--- config.mk ---
export PLATFORM = sky130hd
export DESIGN_NAME = pc_card_host_port
export DESIGN_NICKNAME = d
export VERILOG_FILES = /design/src/verilog/sync3.v /design/src/verilog/pc_card_host_port.v
export VERILOG_INCLUDE_DIRS = /design/src /design/src/verilog
export SDC_FILE = /design/constraint.sdc
export NUM_CORES = 1
export LEC_CHECK = 0
export BUFFER_PORTS_ARGS = -buffer_cell sky130_fd_sc_hd__buf_2
export CORE_AREA = 2 2 107 109
export DETAILED_ROUTE_END_ITERATION = 10
export DIE_AREA = 0 0 109 111
export PLACE_DENSITY = 0.83
export SLEW_MARGIN = 5
export SYNTH_ARGS = -nofsm -noshare
export SYNTH_HDL_FRONTEND = slang
export SYNTH_SLANG_ARGS = --single-unit
export TNS_END_PERCENT = 100
--- constraint.sdc ---
create_clock -name clk -period 4 [get_ports clk]
set_input_delay 0.4 -clock clk [delete_from_list [all_inputs] [get_ports clk]]
set_output_delay 0.4 -clock clk [all_outputs]
set_load 0.02 [all_outputs]
--- src/verilog/pc_card_regs.vh ---
// strap positions, address layout and state codes for the slot host port
`ifndef PC_CARD_REGS_VH
`define PC_CARD_REGS_VH

`define STRAP_W 16
`define STRAP_MODE_HI 3
`define STRAP_MODE_LO 1
`define STRAP_MODE_SLOT 3'h7
`define STRAP_BYTE_ORDER 4
`define STRAP_WAIT_POL 5
`define STRAP_IF_SET 11
`define STRAP_CLK_HALF 12
`define STRAP_WAIT_DRIVE 15
`define STRAP_RESET 16'h0000

`define ADDR_LOW_W 13
`define ADDR_HIGH_W 11
`define ADDR_FULL_W 24
`define ADDR_REGION_BIT 23
`define ALIAS_OFFSET_W 21

`define ST_IDLE 3'h1
`define ST_BUSY 3'h2
`define ST_HOLD 3'h4

`endif

--- src/verilog/sync3.v ---
// three-stage pin synchroniser whose output moves once stages two and three agree
`timescale 1ns/1ps
module sync3 #(
  parameter W = 1,
  parameter [W-1:0] INIT = {W{1'b1}}
) (
  // clock and reset
  input wire clk,
  input wire rst_n,
  // pin side
  input wire [W-1:0] d,
  // clock-domain side
  output reg [W-1:0] q
);
  reg [W-1:0] s1_q;
  reg [W-1:0] s2_q;
  reg [W-1:0] s3_q;

  always @(posedge clk or negedge rst_n) begin
    if (!rst_n) begin
      s1_q <= INIT;
      s2_q <= INIT;
      s3_q <= INIT;
      q <= INIT;
    end else begin
      s1_q <= d;
      s2_q <= s1_q;
      s3_q <= s2_q;
      // per bit: take the agreed value, otherwise keep the old one
      q <= (s2_q & s3_q) | (q & (s2_q | s3_q));
    end
  end
endmodule

--- src/verilog/pc_card_host_port.v ---
// slot host port: reset straps, latched address, aliased decode and wait handshake
//
// How it works
// - all sixteen straps captured at reset release
// - slot port only for mode 111 with set
// - byte order strap: 1 little, 0 big
// - wait polarity strap sets wait active level
// - interface-set strap picks alternate or primary group
// - clock halving strap divides host bus clock
// - wait drive strap: always driven while the slot port is enabled, or floating when not selected
// - attribute and IO cycles both accepted
// - low half registers, high half buffer, aliased
// - latch strobe fall captures upper address bits
// - read or write from either strobe pair
// - wait held until data ready or accepted
// - host control pins synchronised before use
`timescale 1ns/1ps
`include "pc_card_regs.vh"
module pc_card_host_port (
  // clock and reset
  input wire clk,
  input wire reset_n,
  // configuration straps
  input wire [15:0] config_straps,
  // host slot pins
  input wire host_bus_clock,
  input wire addr_latch_strobe_in,
  input wire slot_reg_select_n,
  input wire io_read_strobe_in,
  input wire io_write_strobe_in,
  input wire mem_read_strobe_n,
  input wire low_write_strobe,
  input wire high_write_strobe_n,
  input wire [12:0] host_addr,
  input wire [15:0] host_data_in,
  output reg [15:0] host_data_out,
  output reg host_data_oe,
  output reg wait_out,
  output reg wait_oe,
  // captured configuration and host clock tick
  output reg [15:0] straps_q,
  output reg slot_port_enabled,
  output reg little_endian,
  output reg alternate_group,
  output reg host_clk_tick,
  // access request toward registers and display buffer
  output reg req_valid,
  output reg req_write,
  output reg req_display,
  output reg [20:0] req_offset,
  output reg [15:0] req_wdata,
  output reg [1:0] req_byte_en,
  input wire req_done,
  input wire [15:0] req_rdata
);
  reg [1:0] rst_sync_q;
  wire rst_n = rst_sync_q[1];
  reg strap_taken_q;
  reg [2:0] state_q;
  reg [2:0] state_d;
  reg [10:0] addr_high_q;
  reg ale_prev_q;
  reg clk_prev_q;
  reg half_q;
  reg cyc_write_q;

  // one-hot access states
  localparam [2:0] IDLE = `ST_IDLE;
  localparam [2:0] BUSY = `ST_BUSY;
  localparam [2:0] HOLD = `ST_HOLD;

  wire [7:0] ctl_s;
  wire ale_s = ctl_s[0];
  wire sel_n_s = ctl_s[1];
  wire ior_n_s = ctl_s[2];
  wire iow_n_s = ctl_s[3];
  wire rd_n_s = ctl_s[4];
  wire we0_n_s = ctl_s[5];
  wire hclk_s = ctl_s[6];
  wire we1_n_s = ctl_s[7];

  function [15:0] swap_bytes;
    input [15:0] v;
    input le;
    begin
      swap_bytes = le ? v : {v[7:0], v[15:8]};
    end
  endfunction

  // release reset through two flops
  always @(posedge clk or negedge reset_n) begin
    if (!reset_n) begin
      rst_sync_q <= 2'h0;
    end else begin
      rst_sync_q <= {rst_sync_q[0], 1'b1};
    end
  end

  sync3 #(.W(8), .INIT(8'hBE)) ctl_sync (
    .clk(clk),
    .rst_n(rst_n),
    .d({high_write_strobe_n, host_bus_clock, low_write_strobe, mem_read_strobe_n,
        io_write_strobe_in, io_read_strobe_in, slot_reg_select_n, addr_latch_strobe_in}),
    .q(ctl_s)
  );

  // strap capture on the first clock after reset release
  // straps are read only here, so later pin changes cannot move the mode
  always @(posedge clk or negedge rst_n) begin
    if (!rst_n) begin
      strap_taken_q <= 1'b0;
      straps_q <= `STRAP_RESET;
      slot_port_enabled <= 1'b0;
      little_endian <= 1'b0;
      alternate_group <= 1'b0;
    end else if (!strap_taken_q) begin
      strap_taken_q <= 1'b1;
      straps_q <= config_straps;
      slot_port_enabled <= (config_straps[`STRAP_MODE_HI:`STRAP_MODE_LO] == `STRAP_MODE_SLOT)
        && config_straps[`STRAP_IF_SET];
      little_endian <= config_straps[`STRAP_BYTE_ORDER];
      alternate_group <= config_straps[`STRAP_IF_SET];
    end
  end

  wire wait_pol = straps_q[`STRAP_WAIT_POL];
  wire wait_drive = straps_q[`STRAP_WAIT_DRIVE];
  wire clk_half = straps_q[`STRAP_CLK_HALF];

  // host bus clock rising edges, optionally every second one
  always @(posedge clk or negedge rst_n) begin
    if (!rst_n) begin
      clk_prev_q <= 1'b0;
      half_q <= 1'b0;
      host_clk_tick <= 1'b0;
    end else begin
      clk_prev_q <= hclk_s;
      if (hclk_s && !clk_prev_q) begin
        half_q <= ~half_q;
      end
      host_clk_tick <= hclk_s && !clk_prev_q && (!clk_half || half_q);
    end
  end

  // upper address bits ride on the low lines while the latch strobe falls
  always @(posedge clk or negedge rst_n) begin
    if (!rst_n) begin
      ale_prev_q <= 1'b0;
      addr_high_q <= 11'h000;
    end else begin
      ale_prev_q <= ale_s;
      if (ale_prev_q && !ale_s) begin
        addr_high_q <= host_addr[`ADDR_HIGH_W-1:0];
      end
    end
  end

  wire rd_req = !ior_n_s || !rd_n_s;
  wire wr_req = !iow_n_s || !we0_n_s;
  wire selected = slot_port_enabled && !sel_n_s;
  wire [23:0] full_addr = {addr_high_q, host_addr};

  always @* begin
    state_d = state_q;
    case (state_q)
      IDLE: begin
        if (selected && (rd_req || wr_req)) begin
          state_d = BUSY;
        end
      end
      BUSY: begin
        if (req_done) begin
          state_d = HOLD;
        end
      end
      HOLD: begin
        if (!rd_req && !wr_req) begin
          state_d = IDLE;
        end
      end
      default: state_d = IDLE;
    endcase
  end

  always @(posedge clk or negedge rst_n) begin
    if (!rst_n) begin
      state_q <= IDLE;
      cyc_write_q <= 1'b0;
      req_valid <= 1'b0;
      req_write <= 1'b0;
      req_display <= 1'b0;
      req_offset <= 21'h000000;
      req_wdata <= 16'h0000;
      req_byte_en <= 2'h0;
      host_data_out <= 16'h0000;
      host_data_oe <= 1'b0;
      wait_out <= 1'b0;
      wait_oe <= 1'b0;
    end else begin
      state_q <= state_d;
      req_valid <= 1'b0;
      if (state_q == IDLE && state_d == BUSY) begin
        req_valid <= 1'b1;
        req_write <= wr_req;
        cyc_write_q <= wr_req;
        req_display <= full_addr[`ADDR_REGION_BIT];
        req_offset <= full_addr[`ALIAS_OFFSET_W-1:0];
        req_wdata <= swap_bytes(host_data_in, little_endian);
        req_byte_en <= {!we1_n_s, !we0_n_s || !iow_n_s || rd_req};
      end
      if (state_q == BUSY && req_done && !cyc_write_q) begin
        host_data_out <= swap_bytes(req_rdata, little_endian);
      end
      host_data_oe <= (state_d == HOLD) && !cyc_write_q && selected;
      // wait active while the access is pending
      wait_out <= (state_d == BUSY) ? wait_pol : ~wait_pol;
      // a low enable leaves the pin floating between this device's cycles
      wait_oe <= slot_port_enabled && (wait_drive || selected);
    end
  end
endmodule

# Yosys cells after proc, flatten, opt, wreduce, memory -nomap -nowiden
# Index checks and enable logic that the tools add are counted.
# W data, S select, Z words.
[totals]
reg_bits = 133
input_bits = 72
output_inout_bits = 81
word_cells = 76
[op_classes]
n_eq_ne = 6
muxes = 8
n_bitwise = 6
n_reduce_logical = 30
[op_table]
columns = ["operator", "count"]
rows = [
  ["$mux W16", 2],
  ["$and A8 B8 Y8", 2],
  ["$or A8 B8 Y8", 2],
  ["$logic_and A1 B1 Y1", 13],
  ["$logic_not A1 Y1", 12],
  ["$eq A3 B3 Y1 const B", 3],
  ["$mux W3", 3],
  ["$pmux W3 S3", 1],
  ["$eq A3 B2 Y1 const B", 2],
  ["$logic_or A1 B1 Y1", 5],
  ["$eq A3 B1 Y1 const B", 1],
  ["$mux W1", 2],
  ["$not A1 Y1", 2],
]

# Longest topological paths before layout
[depth]
ltp_word = 9
depth_mapped = 5
mapped_depth_nobuf = 3

# Modules after synthesis
# From an unflattened synthesis, not the netlist that was laid out.
[unflattened]
hier_cells = 315
hier_area_um2 = 4981.0
[by_module_without_submodules]
columns = ["module", "n_inst", "cells_each", "area_each_um2", "seq_area_each_um2"]
rows = [
  ["pc_card_host_port", 1, 275, 4060.1, 2428.6],
  ["sync3", 1, 40, 920.9, 830.8],
]

# Worst setup path before layout
# Ideal clock, no wire load.
[synth_path]
path_kind = "reg-to-reg"
start = "reg straps_q[4] (netlist name)"
end = "reg host_data_out[3]"
setup_ns = 0.125
arrival_time_ns = 1.440
required_time_ns = 3.875
slack_ns = 2.435
path_stages_with_launch = 5
path_buffers = 2
synth_period_minus_slack_ns = 1.565
cell_sequence = "dfrtp_1 > buf_2 > buf_2 > mux2_2 > mux2_2"
[synth_lines]
columns = ["element", "line", "source"]
rows = [
  ["end signal, assigned", "pc_card_host_port.v:212", "host_data_out <= swap_bytes(req_rdata, little_endian);"],
  ["end, declared", "pc_card_host_port.v:36", "output reg [15:0] host_data_out,"],
]

==> impl_metrics.json <==
{
  "reg2reg_depth": 4,
  "cp.arrival_ns": 1.78,
  "path_clk_slew_ns": 0.05,
  "drt-pass1-iter-count": 5,
  "vias": 3068,
  "syn_to_final_growth_pct": 30.07,
  "period_needed_ns": 2.182,
  "ir_worst_vdd_mv": 0.2969,
  "cts_tree": "built",
  "min_from": "slot_reg_select_n",
  "grt_overflow": 0,
  "wl_per_cell_um": 15.26,
  "tightest_slew_ns": 1.089,
  "fin_crit_sh": 0.5455,
  "synth_top_area_cell": "dfrtp_1",
  "multiInputGateArea_um2": 1585,
  "grt_pass1_wl_um": 15610,
  "rrSetupSlack_ns": 2.08,
  "nFillCells": 895,
  "crit_chain": "buf_2",
  "drive_gt1_frac": 0.6091,
  "hp-class": "input pin to register",
  "avgSynthCellArea_um2": 15.78,
  "holdBufCountCts": 1,
  "cts_max_level": 4,
  "grt_use_total": 0.1704,
  "ant_nets": 0,
  "ys_seq_area_frac": 0.6555,
  "port_buffers": 152,
  "place_hpwl_um": 6744,
  "maxSlewViolCount": 0,
  "insertion_delay_ns": 0.40,
  "crit_type": "register to primary output",
  "syn_inst": 315,
  "drtIter0Drc": 160,
  "final_common_cell": "buf_2",
  "ios": 153,
  "synth.cell_area_um2": 4972,
  "fmax_mhz": 458.3,
  "vias_per_cell": 4.878,
  "wl_um": 9599,
  "hold_path_depth": 1,
  "die_area_um2": 12100,
  "cts_root_buffer": "clkbuf_16",
  "cts.sinks": 129,
  "cts_buffer_depth": 2,
  "gp_congestion": 0.7313,
  "holdPathEnd": "ctl_sync.s1_q[1]",
  "r2r_end": "req_offset[5]",
  "cp-end-kind": "primary output",
  "leakagePower_nw": 3.153,
  "cts_buffers": 17,
  "crit_cells": 1,
  "path_delay_family": "flip-flops",
  "cts_setup_buffers": 0,
  "critPathSlowestCell": "dfrtp_1",
  "final_cell_mix": "152 x buf_2, 103 x dfrtp_1, 63 x mux2_2",
  "core-area_um2": 11080,
  "setup_viol": 0,
  "die_y_um": 111,
  "rows": 39,
  "path_buf_inv": 1,
  "slowest_delay_ns": 1.06,
  "setup_tns_ns": 0,
  "grt_pass1_vias": 3177,
  "dpl-instance-area_um2": 5841,
  "final_nets": 545,
  "netlist.area_leader.share": 0.5234,
  "drv_cap": 0,
  "hold_viol": 0,
  "synth_cell_types": 33,
  "antennaDiodeCount": 0,
  "grt_setup_unrepaired": "false",
  "cp.required_ns": 3.60,
  "chipWidth_um": 109,
  "fin_area_um2": 6467,
  "slew_headroom": 0.2738,
  "start_kind": "register",
  "ys_ff_latch": 129,
  "reg2reg_from": "state_q[0]",
  "postCtsResizedCells": 0,
  "antenna_found_initial": 1,
  "synth_warnings": 0,
  "grt_max_degree": 79,
  "ys_top_cells_by_area": "dfrtp_1 52%, mux2_2 14%, dfstp_2 13%, mux2_4 4.8%, mux2i_1 3.4%",
  "outcome": "completed",
  "powerDensity_nw_per_um2": 635.2,
  "fin_skew_ns": 0.006774,
  "drc": 0,
  "initial_core_util": 0.4489,
  "cp_max_fo": 26,
  "seqCellArea_um2": 3263
}
## state kept, by name, summed over array words and instances (netlist names), 3 cells and up
name / flops
state_q: 3
ctl_sync.s2_q: 8
ctl_sync.s3_q: 8
addr_high_q: 9
ctl_sync.q: 8
ctl_sync.s1_q: 8
host_data_out: 16
req_wdata: 16
straps_q: 16
req_offset: 21
## stage by stage
step / util / power, mW / hold WS [ns] / setup WS (ns) / std cells
after floorplan: - / 2.248 / 0.1044 / 0.1836 / 316
after global placement: 0.5273 / 2.526 / 0.1851 / 2.112 / 596
after detailed placement: 0.5273 / 2.569 / 0.1875 / 2.067 / 596
after CTS: 0.5839 / 4.155 / 0.07647 / 1.778 / 629
after global routing: 0.5839 / 4.300 / 0.07308 / 1.714 / 629
final: 0.5839 / 4.108 / 0.09222 / 1.818 / 629
## layout make-up
| type | count | area share |
|---|---|---|
| Timing Repair Buffer | 158 | 0.1250 |
| Clock inverter | 9 | 0.01993 |
| Clock buffer | 23 | 0.07545 |
| Sequential cell | 129 | 0.5045 |
| Inverter | 4 | 0.002322 |
| Tap cell | 143 | 0.02766 |
| Multi-Input combinational cell | 163 | 0.2451 |
## report_power, final
group	internal (mW)	switching (mW)
logic	0.374	0.452
clock network	1.04	0.523
registers	1.55	0.161
total	2.97	1.14
## cell usage after synthesis
cell      instances
buf_2             9
a21oi_1          19
buf_4             5
buf_6             3
nand2b_1          2
and4bb_1          1
and2b_2           1
a31oi_1          16
mux2_4           16
nand3_2           1
xnor2_1           2
dfstp_2          25
clkbuf_1          2
nand4_1           1
nor2b_1           1
o21ai_0           1
a22oi_1           1
mux2i_1          17
mux2_2           63
a21boi_0          1
nand2_4           1
a41oi_1           1
o21a_1            1
maj3_1            8
a41oi_2           1
nor4bb_1          1
inv_1             4
buf_1             1
dfrtp_1         104
nand2_1           1
nor2_1            3
a22o_1            1
conb_1            1
## cells by family after synthesis
kind of cell	synth area share
and+or+nand+nor	0.01862
muxes	0.2252
xor gates and xnor gates	0.003524
other	0.0007542
AOI/OAI and AO/OA	0.05159
adders and majority gates	0.01611
DFF	0.6555
buffers and inverters	0.02869
## worst max-delay path by stage
stage | from | endpoint | slack [ns]
6_report | straps_q[4] | little_endian | 1.82
3_3_place_gp | state_q[0] | req_offset[15] | 2.11
2_1_floorplan | rst_sync_q[1] | addr_high_q[0] | 0.18
3_5_place_dp | state_q[0] | req_offset[5] | 2.07
4_1_cts | straps_q[4] | little_endian | 1.78
5_1_grt | straps_q[4] | straps_q[4] | 1.71
## layer usage
| metal | track usage | vias to the layer above | share of wire |
|---|---|---|---|
| li1 | - | 1440 | - |
| met1 | 0.2009 | 1523 | 0.39 |
| met2 | 0.2845 | 86 | 0.54 |
| met3 | 0.04821 | 17 | 0.051 |
| met4 | 0.07949 | 2 | 0.021 |
| met5 | 0 | - | 0.0014 |
Note: power is estimated with default switching activity, not from simulation.
